**config.mk**
```make
export PLATFORM = sky130hd
export DESIGN_NAME = ldad_dev_flat
export DESIGN_NICKNAME = d
export VERILOG_FILES = /design/src/inc/ldad_pkg.sv /design/src/inc/ldad_link_if.sv /design/src/design/ldad_dev.sv /design/src/flat_wrapper.sv
export SDC_FILE = /design/constraint.sdc
export NUM_CORES = 1
export LEC_CHECK = 0
export BUFFER_PORTS_ARGS = -buffer_cell sky130_fd_sc_hd__buf_4
export CAP_MARGIN = 15
export CORE_MARGIN = 3
export CORE_UTILIZATION = 35
export CTS_BUF_LIST = sky130_fd_sc_hd__clkbuf_16
export DETAILED_ROUTE_END_ITERATION = 12
export PLACE_DENSITY = 0.71
export REMOVE_ABC_BUFFERS = 1
export SLEW_MARGIN = 10
export SYNTH_ARGS = -nofsm -noshare
export SYNTH_HDL_FRONTEND = slang
export SYNTH_SLANG_ARGS = --single-unit
```
**constraint.sdc**
```tcl
create_clock -name pclk -period 1.9 [get_ports pclk]
set_input_delay 0.095 -clock pclk [delete_from_list [all_inputs] [get_ports pclk]]
set_output_delay 0.095 -clock pclk [all_outputs]
set_load 0.02 [all_outputs]
```
**src/inc/ldad_pkg.sv**
```systemverilog
// constants and types shared by the activate/dock decode device end and
// its host-side controller; assumes one clock and active-low resets
package ldad_pkg;

  // configuration register indices, selected through the index port
  localparam logic [7:0]  IDX_GPIO3_OTYPE = 8'h39;
  localparam logic [7:0]  IDX_ACTIVATE    = 8'h3a;
  localparam logic [7:0]  IDX_DOCK_HI     = 8'h3b;
  localparam logic [7:0]  IDX_DOCK_LO     = 8'h3c;

  // reset values
  localparam logic [7:0]  RST_GPIO3_OTYPE = 8'hff;
  localparam logic [3:0]  RST_ACTIVATE    = 4'h0;
  localparam logic [7:0]  RST_DOCK_BYTE   = 8'h00;
  localparam logic [7:0]  RST_INDEX       = 8'h00;

  // activate register bit positions
  localparam int          ACT_FIR         = 0;
  localparam int          ACT_RT          = 1;
  localparam int          ACT_CIR         = 2;
  localparam int          ACT_DOCK        = 3;
  localparam int          ACT_BITS        = 4;

  // configuration port location; data port sits one above the index port
  localparam logic [15:0] CFG_PORT_DEFAULT = 16'h002e;
  localparam logic [15:0] CFG_DATA_OFFSET  = 16'h0001;

  // value returned for an index or address nobody owns
  localparam logic [7:0]  FLOAT_DATA      = 8'hff;

  // host controller apb register offsets
  localparam logic [11:0] APB_CMD         = 12'h000;
  localparam logic [11:0] APB_CTRL        = 12'h004;
  localparam logic [11:0] APB_STAT        = 12'h008;

  // host controller field positions
  localparam int          CMD_ADDR_LSB    = 0;
  localparam int          CMD_DATA_LSB    = 16;
  localparam int          CMD_WR_BIT      = 24;
  localparam int          CTRL_CFG_BIT    = 0;
  localparam int          STAT_BUSY_BIT   = 0;
  localparam int          STAT_CLAIM_BIT  = 1;
  localparam int          STAT_RDATA_LSB  = 8;

  // host controller states
  typedef enum logic [2:0] {
    HST_IDLE = 3'b001,
    HST_REQ  = 3'b010,
    HST_WAIT = 3'b100
  } ldad_hst_e;

endpackage

```
**src/inc/ldad_link_if.sv**
```systemverilog
// link between host controller and device end: a configuration-state
// level plus a single-byte i/o cycle with a one-cycle request pulse
`timescale 1ns/100ps
`default_nettype none
interface ldad_link_if (
  input wire logic pclk,
  input wire logic presetn
);
  logic        cfg_mode;   // host holds device in configuration state
  logic        io_req;     // one-cycle i/o cycle request
  logic        io_wr;      // 1 write, 0 read
  logic [15:0] io_addr;    // full 16-bit i/o address
  logic [7:0]  io_wdata;   // write byte
  logic [7:0]  io_rdata;   // read byte, valid with io_ack
  logic        io_ack;     // one-cycle answer
  logic        io_claim;   // device decoded the cycle, valid with io_ack

  modport dev (
    input  cfg_mode, io_req, io_wr, io_addr, io_wdata,
    output io_rdata, io_ack, io_claim
  );
  modport host (
    output cfg_mode, io_req, io_wr, io_addr, io_wdata,
    input  io_rdata, io_ack, io_claim
  );
endinterface
`default_nettype wire

```
**src/design/ldad_dev.sv**
```systemverilog
// device end: configuration registers for gpio bank 3 output type,
// logical device activate and docking base, plus the runtime decode
// assumes host cycles on pclk and range hits from neighbouring logic
//
// Design decision made here: the APB register port.
`timescale 1ns/100ps
`default_nettype none

// Functional notes
// - bank3 bit: 0 push-pull, 1 open-drain
// - bank3 type register resets 0xff on standby
// - activate register only at index 3ah
// - bit0 gates fast ir engine access
// - bit1 gates runtime register block decode
// - bit2 gates consumer ir controller access
// - bit3 gates docking switch register access
// - bits 4-7 read zero, ignore writes
// - activate register resets to zero
// - cleared bit removes device from decode
// - software sets valid base before bit3
// - dock base bytes at indices 3bh, 3ch
// - dock base anywhere in 16-bit space
// - software clears bit3 before base rewrite
// - dock decode compares all sixteen bits
// - high byte bits 15:8, low 7:0, reset zero
module ldad_dev
  import ldad_pkg::*;
#(
  parameter logic [15:0] CFG_PORT = CFG_PORT_DEFAULT,
  parameter int          NPINS    = 8
) (
  // clock and resets
  input  wire logic             pclk,
  input  wire logic             presetn,        // main power reset
  input  wire logic             sby_presetn,    // standby power reset
  // link to host
  ldad_link_if.dev              link,
  // range hits from the owners of the other base registers
  input  wire logic             fir_range_hit,
  input  wire logic             rt_range_hit,
  input  wire logic             cir_range_hit,
  // docking switch register
  input  wire logic [7:0]       dock_rdata,
  output logic                  dock_sel,       // one-cycle access pulse
  output logic                  dock_we,
  output logic [7:0]            dock_wdata,
  // runtime selects, one-cycle pulses
  output logic                  fir_sel,
  output logic                  rt_sel,
  output logic                  cir_sel,
  // decode enables and docking base for the rest of the chip
  output logic [ACT_BITS-1:0]   active,
  output logic [15:0]           dock_base,
  // gpio bank 3 pad drive
  input  wire logic [NPINS-1:0] gpio3_dir,      // 1 output
  input  wire logic [NPINS-1:0] gpio3_data,
  output logic [NPINS-1:0]      gpio3_pin_out,
  output logic [NPINS-1:0]      gpio3_pin_oe_n
);

  // configuration state
  logic [7:0]          cfg_index;
  logic [7:0]          next_cfg_index;
  logic [ACT_BITS-1:0] act;
  logic [ACT_BITS-1:0] next_act;
  logic [7:0]          base_hi;
  logic [7:0]          next_base_hi;
  logic [7:0]          base_lo;
  logic [7:0]          next_base_lo;
  logic [7:0]          otype;
  logic [7:0]          next_otype;

  // cycle answer state
  logic                ack;
  logic                next_ack;
  logic [7:0]          rdata;
  logic [7:0]          next_rdata;
  logic                claim;
  logic                next_claim;
  logic                dsel;
  logic                next_dsel;
  logic                dwe;
  logic                next_dwe;
  logic [7:0]          dwdata;
  logic [7:0]          next_dwdata;
  logic [2:0]          rsel;
  logic [2:0]          next_rsel;

  // decode terms
  logic                index_hit;
  logic                data_hit;
  logic                cfg_hit;
  logic                dock_hit;
  logic                fir_hit;
  logic                rt_hit;
  logic                cir_hit;
  logic [7:0]          cfg_rd;
  logic [15:0]         data_port;

  // the data port wraps to 0000h if the index port sits at ffffh, truncated to 16 bits
  assign data_port = 16'(CFG_PORT + CFG_DATA_OFFSET);

  // configuration ports only answer in configuration state
  assign index_hit = link.cfg_mode && (link.io_addr == CFG_PORT);
  assign data_hit  = link.cfg_mode && (link.io_addr == data_port);
  assign cfg_hit   = index_hit || data_hit;

  // runtime decode; config ports take precedence over any device range
  assign fir_hit  = act[ACT_FIR] && fir_range_hit && !cfg_hit;
  assign rt_hit   = act[ACT_RT] && rt_range_hit && !cfg_hit;
  assign cir_hit  = act[ACT_CIR] && cir_range_hit && !cfg_hit;
  // exact 16-bit compare, no address bit ignored
  assign dock_hit = act[ACT_DOCK] && !cfg_hit &&
                    (link.io_addr == {base_hi, base_lo});

  // read mux over the configuration register slice
  always_comb begin
    case (cfg_index)
      IDX_GPIO3_OTYPE: cfg_rd = otype;
      // upper bits are zero-padded, never stored
      IDX_ACTIVATE:    cfg_rd = {{(8-ACT_BITS){1'b0}}, act};
      IDX_DOCK_HI:     cfg_rd = base_hi;
      IDX_DOCK_LO:     cfg_rd = base_lo;
      default:         cfg_rd = FLOAT_DATA;
    endcase
  end

  // configuration register writes through the data port
  always_comb begin
    next_cfg_index = cfg_index;
    next_act       = act;
    next_base_hi   = base_hi;
    next_base_lo   = base_lo;
    next_otype     = otype;
    if (link.io_req && link.io_wr && index_hit) begin
      next_cfg_index = link.io_wdata;
    end
    if (link.io_req && link.io_wr && data_hit) begin
      case (cfg_index)
        IDX_GPIO3_OTYPE: next_otype = link.io_wdata;
        // only the four activate bits are kept
        IDX_ACTIVATE:    next_act = link.io_wdata[ACT_BITS-1:0];
        // base bytes are taken as written; the host is expected to have
        // cleared the dock enable first, decode follows the new value
        IDX_DOCK_HI:     next_base_hi = link.io_wdata;
        IDX_DOCK_LO:     next_base_lo = link.io_wdata;
        default:         next_act = act;
      endcase
    end
  end

  // main power domain configuration registers
  always_ff @(posedge pclk or negedge presetn) begin
    if (!presetn) begin
      cfg_index <= RST_INDEX;
      act       <= RST_ACTIVATE;
      base_hi   <= RST_DOCK_BYTE;
      base_lo   <= RST_DOCK_BYTE;
    end else begin
      cfg_index <= next_cfg_index;
      act       <= next_act;
      base_hi   <= next_base_hi;
      base_lo   <= next_base_lo;
    end
  end

  // standby domain: pad type survives a main power reset
  always_ff @(posedge pclk or negedge sby_presetn) begin
    if (!sby_presetn) begin
      otype <= RST_GPIO3_OTYPE;
    end else begin
      otype <= next_otype;
    end
  end

  // answer every cycle one clock after its request
  always_comb begin
    next_ack    = link.io_req;
    next_claim  = 1'b0;
    next_rdata  = FLOAT_DATA;
    next_dsel   = 1'b0;
    next_dwe    = 1'b0;
    next_dwdata = dwdata;
    next_rsel   = 3'b000;
    if (link.io_req) begin
      next_claim = cfg_hit || dock_hit || fir_hit || rt_hit || cir_hit;
      next_rsel  = {cir_hit, rt_hit, fir_hit};
      if (index_hit) begin
        next_rdata = cfg_index;
      end else if (data_hit) begin
        next_rdata = cfg_rd;
      end else if (dock_hit) begin
        next_rdata  = dock_rdata;
        next_dsel   = 1'b1;
        next_dwe    = link.io_wr;
        next_dwdata = link.io_wdata;
      end
    end
  end

  // answer registers
  always_ff @(posedge pclk or negedge presetn) begin
    if (!presetn) begin
      ack    <= 1'b0;
      claim  <= 1'b0;
      rdata  <= FLOAT_DATA;
      dsel   <= 1'b0;
      dwe    <= 1'b0;
      dwdata <= 8'h00;
      rsel   <= 3'b000;
    end else begin
      ack    <= next_ack;
      claim  <= next_claim;
      rdata  <= next_rdata;
      dsel   <= next_dsel;
      dwe    <= next_dwe;
      dwdata <= next_dwdata;
      rsel   <= next_rsel;
    end
  end

  assign link.io_ack   = ack;
  assign link.io_claim = claim;
  assign link.io_rdata = rdata;
  assign dock_sel      = dsel;
  assign dock_we       = dwe;
  assign dock_wdata    = dwdata;
  assign fir_sel       = rsel[0];
  assign rt_sel        = rsel[1];
  assign cir_sel       = rsel[2];
  assign active        = act;
  assign dock_base     = {base_hi, base_lo};

  // pad drivers, registered so pads never glitch on decode changes
  genvar gi;
  generate
    for (gi = 0; gi < NPINS; gi = gi + 1) begin : g_pad
      logic next_out;
      logic next_oe_n;
      logic pad_out;
      logic pad_oe_n;
      // open drain only pulls low; a high is left to the pull-up
      always_comb begin
        if (otype[gi]) begin
          next_out  = 1'b0;
          next_oe_n = !(gpio3_dir[gi] && !gpio3_data[gi]);
        end else begin
          next_out  = gpio3_data[gi];
          next_oe_n = !gpio3_dir[gi];
        end
      end
      always_ff @(posedge pclk or negedge sby_presetn) begin
        if (!sby_presetn) begin
          pad_out  <= 1'b0;
          pad_oe_n <= 1'b1;
        end else begin
          pad_out  <= next_out;
          pad_oe_n <= next_oe_n;
        end
      end
      assign gpio3_pin_out[gi]  = pad_out;
      assign gpio3_pin_oe_n[gi] = pad_oe_n;
    end
  endgenerate

endmodule
`default_nettype wire

```
**src/flat_wrapper.sv**
```systemverilog
// flat-port wrapper written by rule: the top's interface ports become plain ports
module ldad_dev_flat import ldad_pkg::*;
#(
  parameter logic [15:0] CFG_PORT = CFG_PORT_DEFAULT,
  parameter int          NPINS    = 8
)
  (pclk, presetn, sby_presetn, fir_range_hit, rt_range_hit, cir_range_hit, dock_rdata, dock_sel, dock_we, dock_wdata, fir_sel, rt_sel, cir_sel, active, dock_base, gpio3_dir, gpio3_data, gpio3_pin_out, gpio3_pin_oe_n, link_cfg_mode, link_io_req, link_io_wr, link_io_addr, link_io_wdata, link_io_rdata, link_io_ack, link_io_claim);
  ldad_link_if link_i (.pclk(pclk), .presetn(presetn));
  input  wire logic pclk;
  input  wire logic presetn;
  input  wire logic sby_presetn;
  input  wire logic fir_range_hit;
  input  wire logic rt_range_hit;
  input  wire logic cir_range_hit;
  input  wire logic [7:0] dock_rdata;
  output logic dock_sel;
  output logic dock_we;
  output logic [7:0] dock_wdata;
  output logic fir_sel;
  output logic rt_sel;
  output logic cir_sel;
  output logic [ACT_BITS-1:0] active;
  output logic [15:0] dock_base;
  input  wire logic [NPINS-1:0] gpio3_dir;
  input  wire logic [NPINS-1:0] gpio3_data;
  output logic [NPINS-1:0] gpio3_pin_out;
  output logic [NPINS-1:0] gpio3_pin_oe_n;
  input wire logic [$bits(link_i.cfg_mode)-1:0] link_cfg_mode;
  input wire logic [$bits(link_i.io_req)-1:0] link_io_req;
  input wire logic [$bits(link_i.io_wr)-1:0] link_io_wr;
  input wire logic [$bits(link_i.io_addr)-1:0] link_io_addr;
  input wire logic [$bits(link_i.io_wdata)-1:0] link_io_wdata;
  output wire logic [$bits(link_i.io_rdata)-1:0] link_io_rdata;
  output wire logic [$bits(link_i.io_ack)-1:0] link_io_ack;
  output wire logic [$bits(link_i.io_claim)-1:0] link_io_claim;
  assign link_i.cfg_mode = link_cfg_mode;
  assign link_i.io_req = link_io_req;
  assign link_i.io_wr = link_io_wr;
  assign link_i.io_addr = link_io_addr;
  assign link_i.io_wdata = link_io_wdata;
  assign link_io_rdata = link_i.io_rdata;
  assign link_io_ack = link_i.io_ack;
  assign link_io_claim = link_i.io_claim;
  ldad_dev #(.CFG_PORT(CFG_PORT), .NPINS(NPINS)) u_core (.pclk(pclk), .presetn(presetn), .sby_presetn(sby_presetn), .link(link_i), .fir_range_hit(fir_range_hit), .rt_range_hit(rt_range_hit), .cir_range_hit(cir_range_hit), .dock_rdata(dock_rdata), .dock_sel(dock_sel), .dock_we(dock_we), .dock_wdata(dock_wdata), .fir_sel(fir_sel), .rt_sel(rt_sel), .cir_sel(cir_sel), .active(active), .dock_base(dock_base), .gpio3_dir(gpio3_dir), .gpio3_data(gpio3_data), .gpio3_pin_out(gpio3_pin_out), .gpio3_pin_oe_n(gpio3_pin_oe_n));
endmodule
```
== Yosys cells after proc, flatten, opt, wreduce, memory -nomap -nowiden ==
Index checks and enable logic that the tools add are counted.
Operators by class
  multipliers: 0
  shift-type cells: 0
  eq/ne operators: 7
  multiplexer cells: 31
  reductions and logical operators: 56
  magnitude comparators: 0
  div/mod/pow operators: 0
  add/subtract/negate cells: 0
  bitwise logic cells: 2
Operators by type and width (count)
  $eq 16x6->1 const B: 2
  $eq 8x6->1 const B: 4
  $mux 8: 4
  $pmux 8 s4: 1
  $logic_not 1->1: 25
  $mux 1: 25
  $logic_and 1x1->1: 21
  $eq 16x16->1: 1
  $reduce_and 2->1: 4
  $logic_or 1x1->1: 5
  $reduce_and 4->1: 1
  $mux 3: 1
  $not 1->1: 2
Word-level totals
  input bits: 57
  RAM bits: 0
  memory bits (read-only): 0
  output and inout port bits: 59
  word-level logic and storage cells: 124
  flip-flop bits (word level): 75
  bits in latches: 0
  memories: 0

== Depth between registers and ports, before layout ==
Gate-level depths: netlist of run 1.
  word-level depth: 11
  depth in mapped cells: 7
  depth with buffers taken out: 5

== Worst setup path before layout of run 1 ==
Ideal clock, no wire load.
  path type: register to register
  from: reg u_core.cfg_index[7]
  to: reg u_core.act[0] (netlist: u_core.active[0])
  arrival: 1.991 ns
  stages on the path, launching flop included: 8
  clock period less this slack: 2.116 ns
  required time: 1.775 ns
  library setup time: 0.125 ns
  slack: -0.216 ns
  cells stage by stage: dfrtp_1 > nor2_1 > nand4_1 > or3_1 > clkbuf_1 > or4_1 > buf_2 > mux2_4
Between the ends
  longest elaborated chain between the ends: 2
RTL lines
  from (decl): RTL line ldad_dev.sv:62  | logic [7:0] cfg_index;
  from (signal assigned): RTL line ldad_dev.sv:160  | cfg_index <= next_cfg_index;
  $eq 8x6->1: RTL line ldad_dev.sv:139  | case (cfg_index)
  $reduce_and 2->1 (no line)
  to (signal assigned): RTL line ldad_dev.sv:161  | act <= next_act;
  to (decl): RTL line ldad_dev.sv:64  | logic [ACT_BITS-1:0] act;
Every way passes these cells.
A chain may end at the register's enable or synchronous reset.

== Final worst setup path of run 1 ==
  from: reg u_core.base_hi[2]
  to: reg u_core.dwdata[6] (netlist: u_core.dock_wdata[6])
Between the ends
  longest elaborated chain between the ends: 3
RTL lines
  from (decl): RTL line ldad_dev.sv:66  | logic [7:0] base_hi;
  from (signal assigned): RTL line ldad_dev.sv:162  | base_hi <= next_base_hi;
  $eq 16x16->1: RTL line ldad_dev.sv:114  | (link.io_addr == {base_hi, base_lo});
  $logic_and 1x1->1: RTL line ldad_dev.sv:113  | assign dock_hit = act[ACT_DOCK] && !cfg_hit &&
  $reduce_and 4->1 (no line)
  to (signal assigned): RTL line ldad_dev.sv:217  | dwdata <= next_dwdata;
  to (decl): RTL line ldad_dev.sv:84  | logic [7:0] dwdata;
Every way passes these cells.

==> results of run 1 <==
cell usage in the layout, fill, tap and decap left out, drive strengths merged, types with 5 or more instances in the layout:
| cell | instances |
|---|---|
| a21oi | 8 |
| buf | 180 |
| clkbuf | 9 |
| clkinv | 5 |
| dfrtp | 51 |
| dfstp | 24 |
| dlygate4sd3 | 27 |
| inv | 7 |
| mux2 | 44 |
| mux2i | 8 |
| nand2 | 25 |
| nand2b | 5 |
| nor2 | 16 |
| nor2b | 8 |
| nor3 | 7 |
| o21a | 5 |
| xor2 | 15 |
registers in the layout (all words and copies together) (netlist names), 3 cells and up:
| name | flops |
|---|---|
| u_core.otype | 8 |
| u_core.link.io_rdata | 8 |
| u_core.active | 4 |
| u_core.rsel | 3 |
| u_core.base_hi | 8 |
| u_core.cfg_index | 8 |
| u_core.base_lo | 8 |
| u_core.dock_wdata | 8 |
| u_core.g_pad.pad_out | 8 |
| u_core.g_pad.pad_oe_n | 8 |
cell families after synthesis:
kind of cell,share of synthesized area [%]
and+or+nand+nor,13.0
DFF,53.9
muxes,16.7
buffers and inverters,5.49
AOI/OAI and AO/OA,6.94
xor gates and xnor gates,3.96
worst max-delay path by stage:
stage	from	to	slack, ns	cells after the start
6_report	u_core.base_hi[2]	u_core.dock_wdata[6]	-0.1	6
5_1_grt	u_core.base_hi[2]	u_core.dock_wdata[6]	-0.18	6
4_1_cts	u_core.base_hi[4]	u_core.dock_wdata[7]	-0.09	7
3_5_place_dp	link_io_addr[12]	u_core.active[1]	-0.30	7
3_3_place_gp	link_io_addr[12]	u_core.active[1]	-0.24	7
2_1_floorplan	link_io_addr[12]	u_core.active[0]	-0.25	5
power by group through the flow:
stage / combinational, mW / sequential, mW / clock, mW
CTS: 0.333 / 1.63 / 1.54
global route: 0.362 / 1.63 / 1.62
global placement: 0.283 / 1.66 / 0
finish: 0.334 / 1.63 / 1.51
detailed placement: 0.286 / 1.66 / 0
floorplan: 0.0332 / 1.68 / 0
stage by stage:
stage | area, um^2 | std cells | util, %
after floorplan | 3370 | 269 | -
after global placement | 4860 | 579 | 49.5
after detailed placement | 4860 | 579 | 49.5
after CTS | 5520 | 623 | 56.2
after global routing | 5610 | 625 | 57.1
final | 5610 | 625 | 57.1
what timing repair did:
item	in CTS	in global routing
pin swaps	2	7
hold buffers	27	0
setup endpoints to repair	36	39
buffers inserted	1	3
gates resized for setup	29	19
endpoints found under the hold margin	85	0
cell type report:
type                    instances  area (um^2)
flip-flops and latches         75         1910
repair buffers                207         1640
well taps                     133          166
clock inverters                 7         35.0
clock buffers                   9          225
inverters                       7         26.3
fillers                       859         4210
multi-input cells             187         1610
per-layer routing:
layer	global-route usage [%]	vias up	part of all wire, %
met1	25.2	1432	45
li1	-	1405	-
met2	30.5	93	48
met3	3.22	17	5.4
met5	0	-	0
met4	7.85	0	1.7
==> run_results.csv, run 1 <==
group,metric,value,unit
status,status,"finished with violations",
status,violations,"negative setup slack",
worst_setup_path,crit_path_start_kind,"register",
worst_setup_path,r2r_slack,-0.1,ns
synth,synthDominantCellAreaShare,36.1,%
drt,initialDrtViolationCount,65,
synth,ys_types,37,
clock_tree,cts_tree,"yes",
worst_setup_path,endpoint_kind,"register",
synth,ys_warn_count,0,
timing,final.setup.tns,-0.831,ns
timing,fmax,501,MHz
worst_setup_path,max_stage_delay,0.47,ns
worst_setup_path,r2r_cells,6,
floorplan,dieArea,11300,um^2
timing,timing.hold.ws,0.0185,ns
global_routing,overflow,0,
clock_tree,cts_sinks,75,
timing,tightest_slew,0.660,ns
timing,setup_slack,-0.0971,ns
final_layout,diodes,0,
min_path,worstHoldEndpoint,"u_core.dock_we",
drt,dr.pass1.iters,4,
final_layout,syn2layout_area_growth,58.5,%
global_routing,grt_pass1_vias,3102,
place,dp_hpwl,7450,um
final_layout,finalNetCount,544,
min_path,hold_path.class,"in -> reg",
floorplan,fp.dieW,107,um
timing,hold_viol_final,0,
clock_tree,clockRootBuffer,"clkbuf_16",
timing,rsz0062_at_grt,"true",
synth,synthTopCellsByCount,"51 x dfrtp_1, 40 x mux2_2, 25 x nand2_1",
floorplan,start_util,36.0,%
drt,viasPerCell,4.72,
synth,synth_area,3540,um^2
timing,finalMaxSlewViolations,0,
worst_setup_path,timing.rr.end,"u_core.dock_wdata[6]",
global_routing,grt_usage,18.9,%
power,intPower,2.67,mW
clock_tree,cts_made_buffers,9,
power,total_power,3.48,mW
timing,skew,0.00597,ns
synth,avgSynthCellArea,11.9,um^2
power,seq_power_share,46.9,%
worst_setup_path,critical_path_arrival,2.21,ns
power,p_comb_share,9.6,%
worst_setup_path,r2r-start,"u_core.base_hi[2]",
synth,ys_ff_latch,75,
floorplan,rows,36,
final_layout,drive_above_1_share,56.3,%
job,drv_cap,0,
drt,wl,10300,um
worst_setup_path,worstSetupPathType,"reg -> reg",
power,p_switching,810,uW
synth,synth_cells,297,
synth,synth_edf_count,0,
synth,async_reset_ff_share,100,%
place,portBuffers,115,
synth,yosysSeqAreaShare,53.9,%
worst_setup_path,critPathBufInv,1,
clock_tree,clkTransAtPathRegs,0.06,ns
power,peakVddDrop,0.000420,V
synth,synth_top_area_cell,"dfrtp_1",
power,clockPowerShare,43.5,%
worst_setup_path,cp.required,2.12,ns
worst_setup_path,crit_family,"simple AND/OR/NAND/NOR gates",
floorplan,io_pins,116,
timing,setup_violations,20,
timing,min_period,2.00,ns
min_path,hold_path_depth,2,
synth,ys_top_cells_by_area,"dfrtp_1 36%, dfstp_2 18%, mux2_2 13%, xor2_1 3.7%, buf_4 3.4%",
floorplan,core-area,9820,um^2
worst_setup_path,cp_slowest_cell,"or3_4",
worst_setup_path,cp_max_fo,8,
global_routing,grt_pass1_wl,16300,um
timing,fin_crit_sh,105,%
power,powerDensity,621,nW/um^2
synth,synth_ff_type,"dfrtp_1",
drt,antenna_left,0,
min_path,min_from,"link_io_wr",
drt,drcViolationCount,0,
power,swShare,23.3,%
drt,vias,2947,
clock_tree,cts_max_level,3,
worst_setup_path,crit_chain,"xor2_2, nor4_2, buf_4, nand2_2, or3_4, mux2_4",
global_routing,grt_max_degree,52,
place,place.gp.congestion,0.861,
synth,yosysMostFrequentCell,"dfrtp_1",
clock_tree,clk_path_buf_depth,2,
power,total_leakage_power,2.72,nW
clock_tree,clk_latency,0.34,ns
drt,wl_per_cell,16.5,um
floorplan,fp.dieH,107,um
place,dp_slack,-0.298,ns
timing,max-slew-margin-rel,56.0,%
global_routing,antenna_found_initial,0,
Power figures use the tool's default switching activity.
==> run 2, diff against run 1 <==
- BUFFER_PORTS_ARGS: -buffer_cell sky130_fd_sc_hd__buf_4 -> default
- DONT_BUFFER_PORTS: default -> 1
- PLACE_DENSITY: 0.71 -> 0.61
- SLEW_MARGIN: 10 -> default
==> run_results.csv, run 2 (synthesis gave the netlist of run 1 again) <==
group,metric,value,unit
status,status,"finished with violations",
status,violations,"negative setup slack",
worst_setup_path,cp.required,2.12,ns
floorplan,fp.dieH,107,um
final_layout,syn2layout_area_growth,36.4,%
power,peakVddDrop,0.000361,V
timing,min_period,1.99,ns
worst_setup_path,timing.rr.end,"u_core.dock_wdata[6]",
power,total_power,3.56,mW
place,portBuffers,0,
global_routing,antenna_found_initial,0,
drt,viasPerCell,5.07,
drt,vias,2588,
final_layout,fill_cells,919,
worst_setup_path,r2r_cells,6,
min_path,worstHoldEndpoint,"u_core.link.io_rdata[3]",
drt,wl,10200,um
global_routing,grt_usage,18.5,%
drt,antenna_left,0,
timing,fin_crit_sh,105,%
timing,fmax,502,MHz
clock_tree,cts_tree,"yes",
worst_setup_path,crit_path_start_kind,"register",
global_routing,grt_pass1_vias,2776,
power,powerDensity,738,nW/um^2
place,place.gp.congestion,0.822,
power,total_leakage_power,2.16,nW
place,dp_hpwl,7310,um
timing,max-slew-margin-rel,66.4,%
min_path,hold_path.class,"in -> reg",
final_layout,layout_commonest_cell,"dfrtp_1",
worst_setup_path,cp_max_fo,8,
timing,setup_violations,20,
drt,drcViolationCount,0,
min_path,hold_path_depth,2,
clock_tree,clockRootBuffer,"clkbuf_16",
clock_tree,clkTransAtPathRegs,0.06,ns
final_layout,finalNetCount,429,
drt,dr.pass1.iters,4,
clock_tree,cts_sinks,75,
global_routing,overflow,0,
timing,hold_viol_final,0,
drt,initialDrtViolationCount,81,
drt,wl_per_cell,19.9,um
worst_setup_path,r2r_slack,-0.09,ns
final_layout,drive_above_1_share,40.6,%
floorplan,rows,36,
global_routing,grt_max_degree,52,
floorplan,io_pins,116,
timing,finalMaxSlewViolations,0,
job,drv_cap,0,
timing,final.setup.tns,-1.14,ns
timing,tightest_slew,0.504,ns
global_routing,grt_pass1_wl,15900,um
timing,setup_slack,-0.0920,ns
floorplan,start_util,36.0,%
worst_setup_path,r2r-start,"u_core.base_hi[4]",
final_layout,diodes,0,
floorplan,core-area,9820,um^2
final_layout,seqCellArea,1910,um^2
final_layout,multi_input_area,1570,um^2
worst_setup_path,worstSetupPathType,"reg -> reg",
floorplan,dieArea,11300,um^2
clock_tree,cts_max_level,3,
floorplan,fp.dieW,107,um
clock_tree,clk_latency,0.33,ns
worst_setup_path,endpoint_kind,"register",
timing,skew,0.00909,ns
min_path,min_from,"dock_rdata[3]",
worst_setup_path,critical_path_arrival,2.21,ns
final_layout,final_cell_mix,"51 x dfrtp_1, 44 x buf_4, 41 x dlygate4sd3_1, 24 x nand2_1, 24 x dfstp_2",
clock_tree,clk_path_buf_depth,2,
timing,rsz0062_at_grt,"true",
clock_tree,cts_made_buffers,9,
[run 2: what timing repair did]
item / in CTS / in global routing
setup endpoints to repair: 36 / 40
pin swaps: 3 / 7
setup buffers: 1 / 2
endpoints found under the hold margin: 145 / 0
hold buffers: 42 / 0
gates resized for setup: 21 / 17
[run 2: area by class of cell]
type | count | share of cell area [%]
flip-flops and latches | 75 | 39.5
multi-input cells | 187 | 32.6
repair buffers | 92 | 17.6
clock buffers | 9 | 4.67
well taps | 133 | 3.45
clock inverters | 7 | 1.56
inverters | 7 | 0.545
[run 2: worst max-delay path by stage]
stage                                 start                    to  slack, ns  cells after the start
after global routing      u_core.base_hi[4]  u_core.dock_wdata[6]      -0.19                      6
after global placement      link_io_addr[4]      u_core.active[2]      -0.29                      5
after floorplan            link_io_addr[12]      u_core.active[0]      -0.25                      5
final                     u_core.base_hi[4]  u_core.dock_wdata[6]      -0.09                      6
after detailed placement    link_io_addr[4]      u_core.active[1]      -0.25                      5
after CTS                 u_core.base_hi[7]  u_core.dock_wdata[3]      -0.10                      7
[run 2: through the flow]
step	hold slack [ns]	std cells	cell area, um^2	util, %	setup WS (ns)
after CTS	0.00319	508	4740	48.2	-0.102
after floorplan	-0.201	269	3370	-	-0.245
after global routing	0.0322	510	4820	49.1	-0.187
after global placement	-0.200	449	3900	39.7	-0.294
after detailed placement	-0.200	449	3900	39.7	-0.253
final	0.0118	510	4820	49.1	-0.0920
[run 2: report_power, final]
group	internal, mW	switching (mW)
clock	1.02	0.692
combinational	0.0958	0.0888
sequential	1.63	0.0322
total	2.74	0.813
[run 2: critical path, cell delays in order (launching register included)]
cell     delay [ns]
dfrtp_1        0.40
xor2_1         0.16
nor4_2         0.28
buf_4          0.18
nand2_2        0.06
or3_4          0.47
mux2_4         0.32
[run 2: routing by layer]
layer  vias up  global-route usage [%]  wire length, um
met5         -                       0                0
li1       1182                       -                -
met3        11                    5.89              761
met4         0                    5.48              116
met2        99                    28.9             4830
met1      1296                    24.8             4450
